[config.mk]
export PLATFORM = sky130hd
export DESIGN_NAME = slow_clock_control
export DESIGN_NICKNAME = d
export VERILOG_FILES = /design/src/logic/slow_clock_pkg.sv /design/src/logic/slow_clock_control.sv /design/src/logic/bus_clock_divider.sv
export VERILOG_INCLUDE_DIRS = /design/src /design/src/logic
export SDC_FILE = /design/constraint.sdc
export NUM_CORES = 1
export LEC_CHECK = 0
export BUFFER_PORTS_ARGS = -buffer_cell sky130_fd_sc_hd__buf_2
export CELL_PAD_IN_SITES_DETAIL_PLACEMENT = 1
export CELL_PAD_IN_SITES_GLOBAL_PLACEMENT = 2
export CORE_MARGIN = 2
export CORE_UTILIZATION = 35
export DETAILED_ROUTE_END_ITERATION = 7
export PLACE_DENSITY_LB_ADDON = 0.1
export SYNTH_ARGS = -nofsm -noshare
export SYNTH_HDL_FRONTEND = slang
export SYNTH_SLANG_ARGS = --single-unit
[constraint.sdc]
create_clock -name clk_sys -period 3 [get_ports clk_sys]
set_clock_uncertainty 0.15 [all_clocks]
set_input_delay 0.6 -clock clk_sys [delete_from_list [all_inputs] [get_ports clk_sys]]
set_output_delay 0.6 -clock clk_sys [all_outputs]
set_load 0.005 [all_outputs]
[src/logic/slow_clock_regs.svh]
/*
 * Register offsets, field positions, reset values and timing counts of the
 * slow clock and miscellaneous control block.
 * Assumes an 8-bit register port with byte offsets and a 100 MHz clk_sys.
 */
`ifndef SLOW_CLOCK_REGS_SVH
`define SLOW_CLOCK_REGS_SVH

// ---------------------------------------------------------------
// register offsets
// ---------------------------------------------------------------
`define OFS_PORT_A      8'h00
`define OFS_PORT_B      8'h01
`define OFS_PORT_C      8'h02
`define OFS_PORT_D      8'h03
`define OFS_DIR_A       8'h04
`define OFS_DIR_B       8'h05
`define OFS_DIR_C       8'h06
`define OFS_MISC        8'h0c
`define OFS_CLK_CTRL    8'h0e
`define OFS_STATUS      8'h0f

// ---------------------------------------------------------------
// field positions and reset values
// ---------------------------------------------------------------
`define MISC_RISE_BIT   6
`define MISC_FALL_BIT   5
`define MISC_GATE_BIT   4
`define MISC_SLOW_BIT   1
`define MISC_RESET      8'h10
`define CLK_OUT_BIT     0
`define ADC_EN_BIT      1
`define PORT_C2_INDEX   18

// ---------------------------------------------------------------
// timing
// ---------------------------------------------------------------
`define CLK_PERIOD_NS   10
`define RST_DRIVE_NS    160
`define RST_DRIVE_CYC   ((`RST_DRIVE_NS + `CLK_PERIOD_NS - 1) / `CLK_PERIOD_NS)
`define NORMAL_DIV      2
`define SLOW_FACTOR     16

`endif

[src/logic/slow_clock_pkg.sv]
/*
 * Types of the slow clock and miscellaneous control block.
 * Assumes nothing beyond a SystemVerilog compiler.
 */
package slow_clock_pkg;

	// ---------------------------------------------------------------
	// carriers
	// ---------------------------------------------------------------
	typedef struct packed {
		logic       wr;
		logic       rd;
		logic [7:0] addr;
		logic [7:0] wdata;
	} reg_req_type;

	typedef struct packed {
		logic irq_rising_select;
		logic irq_falling_select;
		logic ext_irq_gate;
		logic slow_select;
	} misc_type;

	// ---------------------------------------------------------------
	// state records
	// ---------------------------------------------------------------
	typedef struct packed {
		logic [4:0] cnt;
		logic       clk_hi;
		logic       slow_on;
		logic       tick;
	} div_state_type;

	typedef struct packed {
		misc_type    misc;
		logic [23:0] latch;
		logic [23:0] dir;
		logic        clk_out_en;
		logic        adc_en;
		logic        irq_prev;
		logic        irq_pend;
		logic        irq_req;
		logic [7:0]  drive_cnt;
		logic        rst_oe;
		logic [7:0]  rd_data;
		logic [23:0] port_out;
		logic [23:0] port_oe;
	} ctrl_state_type;

endpackage : slow_clock_pkg

[src/logic/slow_clock_control.sv]
/*
 * Slow clock mode, miscellaneous control, external interrupt, reset pin,
 * general purpose ports A-C and analog shared port D control.
 * Assumes synchronous pin inputs, a 100 MHz oscillator on clk_sys and a
 * register master with one-cycle strobes, read data one cycle later.
 */
// Notes on behaviour
// - slow select inserts an extra divide by sixteen before the clock driver
// - slow mode bus clock is oscillator divided by thirty-two
// - normal bus clock is oscillator divided by two
// - every section runs from clk_sys; the divided bus clock is only an output
// - external or power-on reset clears slow select
// - entering stop clears slow select
// - misc register: slow bit 1, trigger bits 6 and 5, gate bit 4
// - two trigger bits choose one of four interrupt trigger options
// - gate bit enables or disables the external interrupt
// - trigger bits change only while the cpu interrupt mask is set
// - a new trigger option clears any pending external interrupt
// - low on the reset pin forces the start-up state
// - internal reset drives the reset pin low, open drain
// - 24 port lines have programmable direction, inputs after reset
// - port C line 2 can output the bus clock
// - port D is 8-bit input only, analog inputs when converter enabled
// - reset disables the converter, port D plain digital inputs
// - stop clears slow select so stop-exit delay counts at nominal speed
`include "slow_clock_regs.svh"

module slow_clock_control
	import slow_clock_pkg::*;
#(
	parameter int RST_DRIVE = `RST_DRIVE_CYC
) (
	input  wire logic        clk_sys,
	input  wire logic        reset_n,
	input  wire reg_req_type reg_req,
	output logic [7:0]       rd_data,
	input  wire logic        cpu_i_mask,
	input  wire logic        stop_entry,
	input  wire logic        irq_pin_n,
	input  wire logic        irq_ack,
	output logic             irq_request,
	input  wire logic        watchdog_reset_source,
	input  wire logic        reset_pin_in,
	output logic             reset_pin_out,
	output logic             reset_pin_oe,
	input  wire logic [23:0] port_in,
	output logic [23:0]      port_out,
	output logic [23:0]      port_oe,
	input  wire logic [7:0]  analog_shared_input_port,
	output logic             analog_select,
	output logic             bus_clk,
	output logic             bus_tick,
	output logic             slow_active
);

	if (RST_DRIVE < 1 || RST_DRIVE > 255) begin : g_bad
		$error("slow_clock_control: RST_DRIVE out of range");
	end

	localparam logic [7:0] DRIVE_LOAD = 8'(RST_DRIVE);
	localparam logic [5:0] SLOW_LAG_MAX = 6'(2 * `SLOW_FACTOR + 2);
	localparam ctrl_state_type ST_RESET = '{
		misc: '{ext_irq_gate: 1'b1, default: 1'b0},
		irq_prev: 1'b1,
		default: '0
	};

	ctrl_state_type st;
	ctrl_state_type n;
	logic           soft_rst;
	logic           trig_event;
	logic [1:0]     trig_sel;
	logic [23:0]    port_view;
	logic [7:0]     misc_view;
	logic           div_clk;
	logic           div_tick;
	logic           div_slow;
	logic [5:0]     slow_lag_reg;
	logic [7:0]     drive_len_reg;

	// ---------------------------------------------------------------
	// bus clock divider, source of bus_clk and bus_tick; all sections run on clk_sys
	// ---------------------------------------------------------------
	bus_clock_divider #(
		.NORMAL_DIV  (`NORMAL_DIV),
		.SLOW_FACTOR (`SLOW_FACTOR)
	) u_div (
		.clk_sys     (clk_sys),
		.reset_n     (reset_n),
		.sync_clear  (soft_rst),
		.slow_req    (st.misc.slow_select),
		.bus_clk     (div_clk),
		.bus_tick    (div_tick),
		.slow_active (div_slow)
	);

	// ---------------------------------------------------------------
	// read views
	// ---------------------------------------------------------------
	always_comb begin
		soft_rst = !reset_pin_in; // pin low forces start-up state
		port_view = (st.dir & st.latch) | (~st.dir & port_in);
		misc_view = 8'h00;
		misc_view[`MISC_RISE_BIT] = st.misc.irq_rising_select;
		misc_view[`MISC_FALL_BIT] = st.misc.irq_falling_select;
		misc_view[`MISC_GATE_BIT] = st.misc.ext_irq_gate;
		misc_view[`MISC_SLOW_BIT] = st.misc.slow_select;
		trig_sel = {st.misc.irq_rising_select, st.misc.irq_falling_select};
	end

	// interrupt trigger: 00 low level or fall, 01 fall, 10 rise, 11 both
	always_comb begin
		unique case (trig_sel)
			2'b00: trig_event = !irq_pin_n;
			2'b01: trig_event = st.irq_prev && !irq_pin_n;
			2'b10: trig_event = !st.irq_prev && irq_pin_n;
			2'b11: trig_event = st.irq_prev != irq_pin_n;
		endcase
	end

	// ---------------------------------------------------------------
	// next state
	// ---------------------------------------------------------------
	always_comb begin
		n = st;
		n.rd_data = 8'h00;
		n.irq_prev = irq_pin_n;

		// reset pin drive after an internal reset
		if (watchdog_reset_source)
			n.drive_cnt = DRIVE_LOAD;
		else if (st.drive_cnt != 8'h00)
			n.drive_cnt = st.drive_cnt - 8'h01;

		// register reads, data one cycle later
		if (reg_req.rd) begin
			unique case (reg_req.addr)
				`OFS_PORT_A: n.rd_data = port_view[7:0];
				`OFS_PORT_B: n.rd_data = port_view[15:8];
				`OFS_PORT_C: n.rd_data = port_view[23:16];
				`OFS_PORT_D: n.rd_data = analog_shared_input_port;
				`OFS_DIR_A: n.rd_data = st.dir[7:0];
				`OFS_DIR_B: n.rd_data = st.dir[15:8];
				`OFS_DIR_C: n.rd_data = st.dir[23:16];
				`OFS_MISC: n.rd_data = misc_view;
				`OFS_CLK_CTRL: n.rd_data = {6'h00, st.adc_en, st.clk_out_en};
				`OFS_STATUS: n.rd_data = {4'h0, st.rst_oe, st.irq_pend, div_clk, div_slow};
				default: n.rd_data = 8'h00;
			endcase
		end

		// register writes
		if (reg_req.wr) begin
			unique case (reg_req.addr)
				`OFS_PORT_A: n.latch[7:0] = reg_req.wdata;
				`OFS_PORT_B: n.latch[15:8] = reg_req.wdata;
				`OFS_PORT_C: n.latch[23:16] = reg_req.wdata;
				`OFS_DIR_A: n.dir[7:0] = reg_req.wdata;
				`OFS_DIR_B: n.dir[15:8] = reg_req.wdata;
				`OFS_DIR_C: n.dir[23:16] = reg_req.wdata;
				`OFS_MISC: begin
					n.misc.ext_irq_gate = reg_req.wdata[`MISC_GATE_BIT];
					n.misc.slow_select = reg_req.wdata[`MISC_SLOW_BIT];
					if (cpu_i_mask) begin
						n.misc.irq_rising_select = reg_req.wdata[`MISC_RISE_BIT];
						n.misc.irq_falling_select = reg_req.wdata[`MISC_FALL_BIT];
					end
				end
				`OFS_CLK_CTRL: begin
					n.clk_out_en = reg_req.wdata[`CLK_OUT_BIT];
					n.adc_en = reg_req.wdata[`ADC_EN_BIT];
				end
				default: ;
			endcase
		end

		// pending interrupt: a new event wins over ack and option change
		if (irq_ack)
			n.irq_pend = 1'b0;
		if ({n.misc.irq_rising_select, n.misc.irq_falling_select} != trig_sel)
			n.irq_pend = 1'b0;
		if (trig_event && st.misc.ext_irq_gate)
			n.irq_pend = 1'b1;

		// stop entry drops slow mode so the exit delay runs at full speed
		if (stop_entry)
			n.misc.slow_select = 1'b0;

		// pin reset: start-up state, the pin drive keeps running
		if (soft_rst) begin
			n = ST_RESET;
			n.drive_cnt = st.drive_cnt;
			if (watchdog_reset_source)
				n.drive_cnt = DRIVE_LOAD;
			else if (st.drive_cnt != 8'h00)
				n.drive_cnt = st.drive_cnt - 8'h01;
		end

		// registered pin outputs
		n.irq_req = n.irq_pend && n.misc.ext_irq_gate;
		n.rst_oe = n.drive_cnt != 8'h00;
		n.port_out = n.latch;
		n.port_oe = n.dir;
		if (n.clk_out_en) begin
			n.port_out[`PORT_C2_INDEX] = div_clk;
			n.port_oe[`PORT_C2_INDEX] = 1'b1;
		end
	end

	// state register
	always_ff @(posedge clk_sys or negedge reset_n) begin
		if (!reset_n)
			st <= ST_RESET;
		else
			st <= n;
	end

	// ---------------------------------------------------------------
	// outputs
	// ---------------------------------------------------------------
	assign rd_data = st.rd_data;
	assign irq_request = st.irq_req;
	assign reset_pin_out = 1'b0; // open drain: only ever pulls low
	assign reset_pin_oe = st.rst_oe;
	assign port_out = st.port_out;
	assign port_oe = st.port_oe;
	assign analog_select = st.adc_en;
	assign bus_clk = div_clk;
	assign bus_tick = div_tick;
	assign slow_active = div_slow;

	// ---------------------------------------------------------------
	// check helpers
	// ---------------------------------------------------------------
	// wait of the slow bit for the divider, length of the pin drive;
	// counters stand in for long repetitions in the properties
	always_ff @(posedge clk_sys or negedge reset_n) begin
		if (!reset_n) begin
			slow_lag_reg <= 6'h00;
			drive_len_reg <= 8'h00;
		end else begin
			if (st.misc.slow_select && !div_slow)
				slow_lag_reg <= slow_lag_reg + 6'h01;
			else
				slow_lag_reg <= 6'h00;
			if (!reset_pin_oe)
				drive_len_reg <= 8'h00;
			else if (drive_len_reg != 8'hff)
				drive_len_reg <= drive_len_reg + 8'h01;
		end
	end

	// ---------------------------------------------------------------
	// checks
	// ---------------------------------------------------------------
	chk_stop_clears_slow: assert property (@(posedge clk_sys) disable iff (!reset_n)
		stop_entry |=> !st.misc.slow_select)
		else $error("stop entry left slow select set");
	chk_mask_locks_trig: assert property (@(posedge clk_sys) disable iff (!reset_n)
		!cpu_i_mask && reset_pin_in |=> $stable(trig_sel))
		else $error("trigger bits changed with mask clear");
	chk_option_clears_pend: assert property (@(posedge clk_sys) disable iff (!reset_n)
		$changed(trig_sel) && !$past(trig_event) |-> !st.irq_pend)
		else $error("pending interrupt kept over option change");
	chk_wdog_drives_pin: assert property (@(posedge clk_sys) disable iff (!reset_n)
		watchdog_reset_source |=> reset_pin_oe)
		else $error("reset pin not driven after internal reset");
	chk_pin_drive_len: assert property (@(posedge clk_sys) disable iff (!reset_n)
		$fell(reset_pin_oe) |-> drive_len_reg >= DRIVE_LOAD)
		else $error("reset pin drive shorter than the drive count");
	chk_pin_reset_state: assert property (@(posedge clk_sys) disable iff (!reset_n)
		!reset_pin_in |=> port_oe == 24'h000000 && !analog_select && !st.misc.slow_select)
		else $error("pin reset did not restore start-up state");
	chk_gate_blocks_irq: assert property (@(posedge clk_sys) disable iff (!reset_n)
		!st.misc.ext_irq_gate |-> !irq_request)
		else $error("interrupt request with gate off");
	chk_slow_follows_bit: assert property (@(posedge clk_sys) disable iff (!reset_n)
		slow_lag_reg < SLOW_LAG_MAX)
		else $error("slow mode not taken within a slow period");
	chk_clock_on_c2: assert property (@(posedge clk_sys) disable iff (!reset_n)
		n.clk_out_en && !soft_rst |=> port_oe[`PORT_C2_INDEX]
		&& port_out[`PORT_C2_INDEX] == $past(div_clk))
		else $error("port C line 2 not carrying the bus clock");
	chk_read_idle_zero: assert property (@(posedge clk_sys) disable iff (!reset_n)
		!$past(reg_req.rd) |-> rd_data == 8'h00)
		else $error("read data not zero outside a read answer");
	chk_misc_reads_back: assert property (@(posedge clk_sys) disable iff (!reset_n)
		reg_req.rd && reg_req.addr == `OFS_MISC && !soft_rst |=> rd_data == $past(misc_view))
		else $error("misc read did not return the misc bits");
	chk_ack_clears_pend: assert property (@(posedge clk_sys) disable iff (!reset_n)
		irq_ack && !trig_event |=> !st.irq_pend)
		else $error("acknowledge left the interrupt pending");
	chk_event_sets_pend: assert property (@(posedge clk_sys) disable iff (!reset_n)
		trig_event && st.misc.ext_irq_gate && !soft_rst |=> st.irq_pend)
		else $error("gated trigger event not made pending");
	chk_tick_on_rise: assert property (@(posedge clk_sys) disable iff (!reset_n)
		bus_tick |-> $rose(bus_clk))
		else $error("bus tick away from a bus clock rise");

endmodule : slow_clock_control

[src/logic/bus_clock_divider.sv]
/*
 * Bus clock divider: oscillator/2 normally, oscillator/32 in slow mode.
 * Assumes clk_sys is the oscillator and slow_req is a synchronous level.
 */
`include "slow_clock_regs.svh"

module bus_clock_divider
	import slow_clock_pkg::*;
#(
	parameter int NORMAL_DIV  = `NORMAL_DIV,
	parameter int SLOW_FACTOR = `SLOW_FACTOR
) (
	input  wire logic clk_sys,
	input  wire logic reset_n,
	input  wire logic sync_clear,
	input  wire logic slow_req,
	output logic      bus_clk,
	output logic      bus_tick,
	output logic      slow_active
);

	if (NORMAL_DIV != 2 || SLOW_FACTOR < 2 || SLOW_FACTOR > 32) begin : g_bad
		$error("bus_clock_divider: unsupported division");
	end

	localparam logic [4:0] HALF_SLOW = 5'(SLOW_FACTOR - 1);
	localparam logic [5:0] SLOW_HALF_LEN = 6'(SLOW_FACTOR);

	div_state_type st;
	div_state_type n;
	logic [4:0]    half_m1;
	logic [5:0]    hi_run_reg;

	// ---------------------------------------------------------------
	// next state: mode taken at a rising bus edge; sync_clear drops to normal mode at once
	// ---------------------------------------------------------------
	always_comb begin
		n = st;
		n.tick = 1'b0;
		half_m1 = st.slow_on ? HALF_SLOW : 5'h00;
		if (st.cnt == half_m1) begin
			n.cnt = 5'h00;
			n.clk_hi = !st.clk_hi;
			if (!st.clk_hi) begin
				n.slow_on = slow_req; // full low phase done, switch safe
				n.tick = 1'b1;
			end
		end else begin
			n.cnt = st.cnt + 5'h01;
		end
		if (sync_clear)
			n = '0;
	end

	// state register
	always_ff @(posedge clk_sys or negedge reset_n) begin
		if (!reset_n)
			st <= '0;
		else
			st <= n;
	end

	assign bus_clk = st.clk_hi;
	assign bus_tick = st.tick;
	assign slow_active = st.slow_on;

	// ---------------------------------------------------------------
	// checks
	// ---------------------------------------------------------------
	// cycles the bus clock has stood high, saturating
	always_ff @(posedge clk_sys or negedge reset_n) begin
		if (!reset_n)
			hi_run_reg <= 6'h00;
		else if (!bus_clk)
			hi_run_reg <= 6'h00;
		else if (hi_run_reg != 6'h3f)
			hi_run_reg <= hi_run_reg + 6'h01;
	end

	chk_slow_high_len: assert property (@(posedge clk_sys) disable iff (!reset_n)
		$fell(bus_clk) && slow_active |-> hi_run_reg == SLOW_HALF_LEN)
		else $error("slow bus high phase not 16 cycles");
	chk_normal_half: assert property (@(posedge clk_sys) disable iff (!reset_n)
		$rose(bus_clk) && !slow_active |=> !bus_clk)
		else $error("normal bus high phase not 1 cycle");
	chk_switch_at_rise: assert property (@(posedge clk_sys) disable iff (!reset_n)
		$changed(slow_active) && !$past(sync_clear) |-> $rose(bus_clk))
		else $error("bus clock mode changed mid period");

endmodule : bus_clock_divider

==> flow_metrics.env, run 1 <==
export IMPL_h_tree_depth=3
export IMPL_wl_um=15600
export IMPL_viasPerCell=5.20
export IMPL_hold_slack_ns=0.0650
export IMPL_internal_power_uw=1960
export IMPL_p_sw_share_pct=28.2
export IMPL_nets=649
export IMPL_cp_slowest_stage_delay_ns=0.65
export IMPL_r2r_cells=5
export IMPL_cts_clk_slew_worst_paths_ns=0.06
export IMPL_fp_row_count=43
export IMPL_hold_path_class="in -> async"
export IMPL_worstReg2RegEnd="reset_pin_oe"
export IMPL_vias=4006
export IMPL_fmax_mhz=441
export IMPL_antenna_found_initial=0
export IMPL_hold_viol_final=0
export IMPL_post_route_drc_count=0
export IMPL_syn_area_um2=4940
export IMPL_synth_flop_cell="dfrtp_1"
export IMPL_worstSetupStartpointType="primary input"
export IMPL_pin_count=121
export IMPL_fin_crit_ns=2.27
export IMPL_clock_latency_ns=0.35
export IMPL_ys_top_cells_by_area="dfrtp_1 (42%), mux2i_1 (12%), buf_4 (8.7%)"
export IMPL_yosysTopAreaCell="dfrtp_1"
export IMPL_tightest_slew_ns=0.549
export IMPL_antenna_left=0
export IMPL_drive_gt1_share_pct=29.5
export IMPL_crit_path_end_kind="register"
export IMPL_grt_overflow=0
export IMPL_portBuffers=119
export IMPL_vdd_drop_max_mv=0.250
export IMPL_post_route_period_util_pct=75.6
export IMPL_power_density_nw_per_um2=486
export IMPL_dieArea_um2=15100
export IMPL_finalMaxSlewViolations=0
export IMPL_seq_power_share_pct=45.2
export IMPL_cts_setup_buffers=0
export IMPL_dp_hpwl_um=11600
export IMPL_clock_power_share_pct=38.2
export IMPL_start_util_pct=35.7
export IMPL_drt_pass1_iter_count=4
export IMPL_p_sw_uw=771
export IMPL_fp_dieW_um=123
export IMPL_syn_to_final_growth_pct=14.0
export IMPL_worst_path_max_fanout=11
export IMPL_pwr_share_comb_pct=16.5
export IMPL_yosys_warnings=0
export IMPL_p_leak_uw=0.00289
export IMPL_cts_made_buffers=9
export IMPL_synth_edf_count=0
export IMPL_r2r_start="st[59]"
export IMPL_synth_area_per_cell_um2=9.40
export IMPL_path_cells="buf_2, or4_4, nor3_1, nor2_1, a31oi_1, mux2_2"
export IMPL_grt_pass1_vias=4274
export IMPL_cp_data_arrival_time_ns=2.35
export IMPL_cts_tree="done"
export IMPL_final_cell_mix="buf_2 (118), nor2_1 (82), dfrtp_1 (82)"
export IMPL_worst_path_max_delay_cell="or4_4"
export IMPL_grt_start_max_net_pins=35
export IMPL_tns_ns=0
export IMPL_synth_cell_types=60
export IMPL_cts_path_max_buffers=2
export IMPL_rsz0062_at_grt="false"
export IMPL_crit_required_ns=3.08
export IMPL_synth_seq_area_share_pct=42.6
export IMPL_max_cap_violations=0
export IMPL_path_class="in -> reg"
export IMPL_diodes=0
export IMPL_p_total_uw=2730
export IMPL_dr_first_iter_drc_count=132
export IMPL_async_reset_ff_share_pct=100
export IMPL_ff2ff_setup_slack_ns=1.00
export IMPL_cts_resized=0
export IMPL_clock_sinks=84
export IMPL_cts_root_buf="clkbuf_16"
export IMPL_outcome="completed"
export IMPL_wl_per_cell_um=20.2
export IMPL_synth_seq_cells=84
export IMPL_gp_congestion=0.816
export IMPL_die_y_um=123
export IMPL_final_common_cell="buf_2"
export IMPL_grt_pass1_wl_um=24300
export IMPL_fin_util_pct=40.7
export IMPL_grt_util_all_layers_pct=21.9
export IMPL_synth_fp_nets=588
export IMPL_hold_buffers=0
export IMPL_worst_slew_margin_rel_pct=63.4
export IMPL_synthCells=525
export IMPL_setup_viol=0
export IMPL_core_um2=13800
export IMPL_synth_top_area_share_pct=41.6
[critical path, delay by kind of cell]
family	cells	cell delay [ns]
compound gates	1	0.24
mux	1	0.37
buf+inv	1	0.11
simple gates	3	1.03
[logic make-up (layout without fill, tap and decap cells)]
| kind of cell | count (synthesis) | after routing | synth area share, % |
|---|---|---|---|
| and+or+nand+nor | 177 | 177 | 18.3 |
| other | 1 | 1 | 0.0760 |
| AOI/OAI and AO/OA | 76 | 76 | 9.38 |
| buffers and inverters | 104 | 169 | 12.5 |
| DFF | 84 | 84 | 42.6 |
| adders and majority gates | 5 | 5 | 1.27 |
| muxes | 65 | 65 | 13.5 |
| xor gates and xnor gates | 13 | 13 | 2.31 |
[layer usage]
layer,global-route usage (%),wire [um]
met1,29.8,7140
met2,35.0,7440
met3,3.30,717
met4,8.33,257
met5,0,0
[power groups by stage]
stage          clock, uW  sequential [uW]  combinational (uW)
2_1_floorplan          0             1230                 312
3_3_place_gp           0             1250                 448
3_5_place_dp           0             1250                 457
4_1_cts             1080             1240                 460
5_1_grt             1120             1250                 523
6_report            1040             1240                 452
[cells in the mapped netlist (5+ instances only)]
cell type,n
dfrtp_1,82
nor2_1,82
mux2i_1,61
buf_4,57
clkbuf_1,25
o21ai_0,23
a21oi_1,22
nand2_1,21
nand3_1,16
inv_1,12
a31oi_1,7
xnor2_1,7
nand2b_1,6
nor3_1,6
xor2_1,6
buf_2,5
ha_1,5
nor4b_1,5
[worst max path at each step]
stage           startpoint      endpoint  slack, ns  cells past startpoint
3_3_place_gp   reg_req[15]  port_out[18]       0.42                      6
2_1_floorplan  reg_req[15]  port_out[18]       0.62                      5
5_1_grt        reg_req[15]  port_out[18]       0.59                      6
6_report       reg_req[15]  port_out[18]       0.73                      6
3_5_place_dp   reg_req[15]  port_out[18]       0.36                      6
4_1_cts        reg_req[15]  port_out[18]       0.72                      6
[registers in the layout, indices dropped and copies added (netlist names), 4 cells and up]
signal     flops
port_oe       23
port_out      23
st            15
rd_data        8
u_div.st       5
misc_view      4
[final cells by class]
class / count / area, um2
clock inverter: 2 / 10.0
sequential: 84 / 2100
inverter: 14 / 52.6
timing repair buffer: 140 / 756
tap: 180 / 225
multi-input combinational: 337 / 2220
clock buffer: 13 / 260
fill: 1603 / 8200
[metrics by stage]
step                instance area (um2)  cells  worst slack (ns)
CTS                                5630    770             0.723
detailed placement                 5360    755             0.363
finish                             5630    770             0.731
global route                       5630    770             0.591
floorplan                          4940    525             0.624
global placement                   5360    755             0.415
Note: power is estimated with default switching activity, not from simulation.
==> run 2: changes to the inputs <==
- CORE_UTILIZATION: 35 -> 32
- clock period: 3 -> 2.3 ns (I/O delays scaled with it)
==> flow_metrics.env, run 2 (same netlist as run 1, synthesis figures left out) <==
export IMPL_grt_util_all_layers_pct=20.4
export IMPL_grt_overflow=0
export IMPL_cts_path_max_buffers=2
export IMPL_seq_power_share_pct=43.4
export IMPL_internal_power_uw=2690
export IMPL_pwr_share_comb_pct=16.7
export IMPL_h_tree_depth=3
export IMPL_clock_latency_ns=0.35
export IMPL_p_leak_uw=0.00301
export IMPL_cts_resized=0
export IMPL_max_cap_violations=0
export IMPL_finalMaxSlewViolations=0
export IMPL_worst_path_max_delay_cell="or4_4"
export IMPL_fp_row_count=45
export IMPL_pin_count=121
export IMPL_viasPerCell=5.06
export IMPL_cts_tree="done"
export IMPL_hold_viol_final=0
export IMPL_post_route_drc_count=0
export IMPL_fin_cells=796
export IMPL_gp_congestion=0.786
export IMPL_final_cell_mix="buf_2 (118), nor2_1 (82), dfrtp_1 (82)"
export IMPL_fp_dieW_um=128
export IMPL_multi_input_area_um2=2220
export IMPL_core_um2=15100
export IMPL_die_y_um=128
export IMPL_fin_crit_ns=2.03
export IMPL_drive_gt1_share_pct=31.6
export IMPL_fmax_mhz=493
export IMPL_nets=668
export IMPL_grt_pass1_vias=4384
export IMPL_final_common_cell="buf_2"
export IMPL_start_util_pct=32.6
export IMPL_wl_um=16000
export IMPL_crit_required_ns=2.38
export IMPL_vias=4026
export IMPL_dpl_cell_area_um2=5550
export IMPL_drt_pass1_iter_count=4
export IMPL_hold_path_startpoint="stop_entry"
export IMPL_grt_start_max_net_pins=51
export IMPL_dr_first_iter_drc_count=196
export IMPL_rsz0062_at_grt="false"
export IMPL_p_sw_share_pct=27.7
export IMPL_cts_made_buffers=9
export IMPL_cts_root_buf="clkbuf_16"
export IMPL_vdd_drop_max_mv=0.373
export IMPL_diodes=0
export IMPL_clock_sinks=84
export IMPL_cts_clk_slew_worst_paths_ns=0.06
export IMPL_dp_cells=781
export IMPL_worstSetupStartpointType="primary input"
export IMPL_path_class="in -> reg"
export IMPL_syn_to_final_growth_pct=18.6
export IMPL_grt_pass1_wl_um=25200
export IMPL_power_density_nw_per_um2=635
export IMPL_fin_area_um2=5850
export IMPL_dieArea_um2=16400
export IMPL_path_cells="buf_2, or4_4, nor3_1, nor2_1, a31oi_1, mux2_2"
export IMPL_nFillCells=1794
export IMPL_worst_path_max_fanout=3
export IMPL_cp_slowest_stage_delay_ns=0.56
export IMPL_p_sw_uw=1030
export IMPL_outcome="completed"
export IMPL_wl_per_cell_um=20.1
export IMPL_post_route_period_util_pct=88.2
export IMPL_setup_viol=0
export IMPL_r2r_start="st[59]"
export IMPL_worst_slack_ns=0.272
export IMPL_place_ws_ns=-0.0943
export IMPL_crit_path_start="reg_req[15]"
export IMPL_crit_path_end_kind="register"
export IMPL_portBuffers=119
export IMPL_dp_hpwl_um=12000
export IMPL_antenna_found_initial=0
export IMPL_seqCellArea_um2=2100
export IMPL_hold_slack_ns=0.132
export IMPL_cp_data_arrival_time_ns=2.11
export IMPL_antenna_left=0
export IMPL_clock_power_share_pct=39.9
export IMPL_hold_path_class="in -> reg"
run 2: cell count changes in the layout (fill, tap and decap cells not counted):
cell,previous run,this run
dlygate4sd3_1,0,1
bufinv_16,0,1
clkbuf_1,2,1
buf_12,0,4
buf_4,22,36
clkinv_2,2,1
run 2: per-layer routing:
layer,vias to the layer above,track usage [%],share of wire (%)
li1,1909,-,-
met1,2010,26.9,47
met2,88,33.4,47
met3,19,4.13,4.2
met4,0,6.85,1.7
met5,-,0,0
run 2: timing repair:
item / in CTS / in global routing
hold buffers: 1 / 0
hold endpoints to repair: 21 / 0
setup buffers: 0 / 0
setup endpoints to repair: 0 / 0
run 2: path summary, 6_finish.rpt:
path                           endpoint  slack [ns]  cells past startpoint
setup reg to reg           reset_pin_oe        0.33                      5
setup / recovery           port_out[18]        0.27                      6
hold reg to reg             u_div.st[3]        0.35                      1
max in group asynchronous        st[67]        0.97                      3
hold / removal             misc_view[1]        0.13                      2
min in group asynchronous    port_oe[7]        0.41                      2
run 2: critical path: cells and delay by family:
| kind | cells | cell delay, ns |
|---|---|---|
| simple gates | 3 | 0.92 |
| buf+inv | 1 | 0.10 |
| mux | 1 | 0.37 |
| compound gates | 1 | 0.26 |
run 2: stage by stage:
step	setup TNS, ns	utilization, %	power, uW
2_1_floorplan	0	-	2020
3_3_place_gp	-0.209	36.7	2250
3_5_place_dp	-0.362	36.7	2270
4_1_cts	0	38.6	3770
5_1_grt	0	38.6	3910
6_report	0	38.6	3720
run 2: layout make-up:
| type | count | area share (%) |
|---|---|---|
| Multi-Input combinational cell | 337 | 37.9 |
| Sequential cell | 84 | 36.0 |
| Timing Repair Buffer | 159 | 16.2 |
| Clock buffer | 12 | 4.38 |
| Tap cell | 188 | 4.02 |
| Inverter | 14 | 0.898 |
| Clock inverter | 2 | 0.599 |
run 2: power groups by stage:
| stage | logic, uW | clock network (uW) | registers (uW) |
|---|---|---|---|
| final | 620 | 1480 | 1610 |
| after global routing | 697 | 1590 | 1620 |
| after CTS | 633 | 1530 | 1610 |
| after detailed placement | 626 | 0 | 1640 |
| after global placement | 611 | 0 | 1640 |
| after floorplan | 407 | 0 | 1610 |
==> run 3: changes to the inputs <==
==> constraint.sdc (replaced) <==
create_clock -name clk_sys -period 2.3 [get_ports clk_sys]
set_clock_uncertainty 0.15 [all_clocks]
set_input_delay 0.345 -clock clk_sys [delete_from_list [all_inputs] [get_ports clk_sys]]
set_output_delay 0.345 -clock clk_sys [all_outputs]
set_load 0.005 [all_outputs]
==> flow_metrics.env, run 3 (same netlist as run 1, synthesis figures left out) <==
export IMPL_wl_per_cell_um=19.9
export IMPL_cts_made_buffers=9
export IMPL_outcome="completed"
export IMPL_hold_slack_ns=0.0179
export IMPL_cts_resized=0
export IMPL_grt_pass1_wl_um=24600
export IMPL_fp_dieW_um=128
export IMPL_fmax_mhz=493
export IMPL_post_route_drc_count=0
export IMPL_place_ws_ns=0.0341
export IMPL_cts_clk_slew_worst_paths_ns=0.06
export IMPL_syn_to_final_growth_pct=17.1
export IMPL_pwr_share_comb_pct=16.9
export IMPL_final_cell_mix="buf_2 (118), nor2_1 (82), dfrtp_1 (82)"
export IMPL_vias=3992
export IMPL_crit_required_ns=2.36
export IMPL_portBuffers=119
export IMPL_antenna_left=0
export IMPL_gp_congestion=0.800
export IMPL_worstSetupStartpointType="register"
export IMPL_hold_path_class="in -> reg"
export IMPL_dieArea_um2=16400
export IMPL_path_class="reg -> reg"
export IMPL_wl_um=15700
export IMPL_p_sw_share_pct=27.9
export IMPL_final_common_cell="buf_2"
export IMPL_max_cap_violations=0
export IMPL_h_tree_depth=3
export IMPL_clock_sinks=84
export IMPL_cts_tree="done"
export IMPL_viasPerCell=5.05
export IMPL_grt_pass1_vias=4166
export IMPL_path_cells="inv_1, ha_1, and3_1, or2_2, nor4b_1, a21oi_1"
export IMPL_tightest_slew_ns=0.557
export IMPL_post_route_period_util_pct=88.2
export IMPL_dr_first_iter_drc_count=213
export IMPL_dp_cells=774
export IMPL_drive_gt1_share_pct=30.7
export IMPL_setup_viol=0
export IMPL_nets=661
export IMPL_cts_root_buf="clkbuf_16"
export IMPL_worst_path_max_delay_cell="dfrtp_1"
export IMPL_rsz0062_at_grt="false"
export IMPL_cp_data_arrival_time_ns=2.09
export IMPL_p_leak_uw=0.00296
export IMPL_fin_cells=791
export IMPL_hold_viol_final=0
export IMPL_vdd_drop_max_mv=0.487
export IMPL_worst_slew_margin_rel_pct=62.8
export IMPL_nFillCells=1763
export IMPL_diodes=0
export IMPL_tns_ns=0
export IMPL_drt_pass1_iter_count=4
export IMPL_pin_count=121
export IMPL_die_y_um=128
export IMPL_finalMaxSlewViolations=0
export IMPL_grt_util_all_layers_pct=20.1
export IMPL_cts_setup_buffers=0
export IMPL_clock_latency_ns=0.35
export IMPL_worst_path_max_fanout=6
export IMPL_fp_row_count=45
export IMPL_fin_crit_ns=2.03
export IMPL_cts_path_max_buffers=2
export IMPL_worst_slack_ns=0.272
export IMPL_internal_power_uw=2610
export IMPL_crit_path_end_kind="register"
export IMPL_seq_power_share_pct=44.5
export IMPL_p_sw_uw=1010
export IMPL_core_um2=15100
export IMPL_power_density_nw_per_um2=627
export IMPL_cp_slowest_stage_delay_ns=0.39
export IMPL_grt_overflow=0
export IMPL_clock_power_share_pct=38.7
export IMPL_start_util_pct=32.6
export IMPL_antenna_found_initial=0
export IMPL_dp_hpwl_um=12000
export IMPL_grt_start_max_net_pins=36
export IMPL_hold_buffers=1
[run 3: changes by cell type in the layout (fill, tap and decap cells not counted)]
cell,previous run,this run
bufinv_16,1,0
buf_12,4,3
buf_4,36,30
clkbuf_1,1,3
clkbuf_8,2,3
[run 3: path summary, 6_finish.rpt]
kind | to | cells after the start | startpoint | slack [ns]
max in group asynchronous | st[67] | 3 | reset_n | 1.05
hold / removal | misc_view[1] | 2 | stop_entry | 0.02
setup reg to reg | reset_pin_oe | 6 | st[57] | 0.27
min in group asynchronous | port_out[16] | 2 | reset_n | 0.31
hold reg to reg | u_div.st[3] | 1 | u_div.st[3] | 0.34
setup / recovery | reset_pin_oe | 6 | st[57] | 0.27
[run 3: final cells by class]
type | instances | area [um2] | share of cell area, %
clock inverter | 1 | 5.00 | 0.0866
multi-input combinational | 337 | 2220 | 38.4
tap | 188 | 235 | 4.07
inverter | 14 | 52.6 | 0.909
timing repair buffer | 152 | 886 | 15.3
sequential | 84 | 2100 | 36.4
clock buffer | 15 | 278 | 4.81
[run 3: per-layer routing]
| metal | up-vias | wire length [um] | global-route usage [%] |
|---|---|---|---|
| met1 | 1994 | 7240 | 27.0 |
| met4 | 0 | 218 | 6.33 |
| li1 | 1894 | - | - |
| met2 | 90 | 7670 | 33.0 |
| met3 | 14 | 569 | 3.42 |
| met5 | - | 0 | 0 |
[run 3: through the flow]
step	utilization, %	area (um2)	power, uW
2_1_floorplan	-	4940	2020
3_3_place_gp	36.2	5490	2240
3_5_place_dp	36.2	5490	2260
4_1_cts	38.2	5780	3690
5_1_grt	38.2	5780	3820
6_report	38.2	5780	3620
[run 3: worst max-delay path, delay by kind of cell (launching register included)]
| kind | cells | cell delay (ns) |
|---|---|---|
| AOI/OAI and AO/OA | 1 | 0.10 |
| adders and majority gates | 1 | 0.21 |
| buffers and inverters | 1 | 0.10 |
| DFF | 1 | 0.39 |
| and+or+nand+nor | 3 | 0.94 |
[run 3: power by group through the flow]
stage	sequential [uW]	combinational [uW]	clock, uW
after global placement	1640	602	0
after floorplan	1610	407	0
final	1610	611	1400
after CTS	1610	624	1450
after global routing	1630	695	1500
after detailed placement	1640	618	0
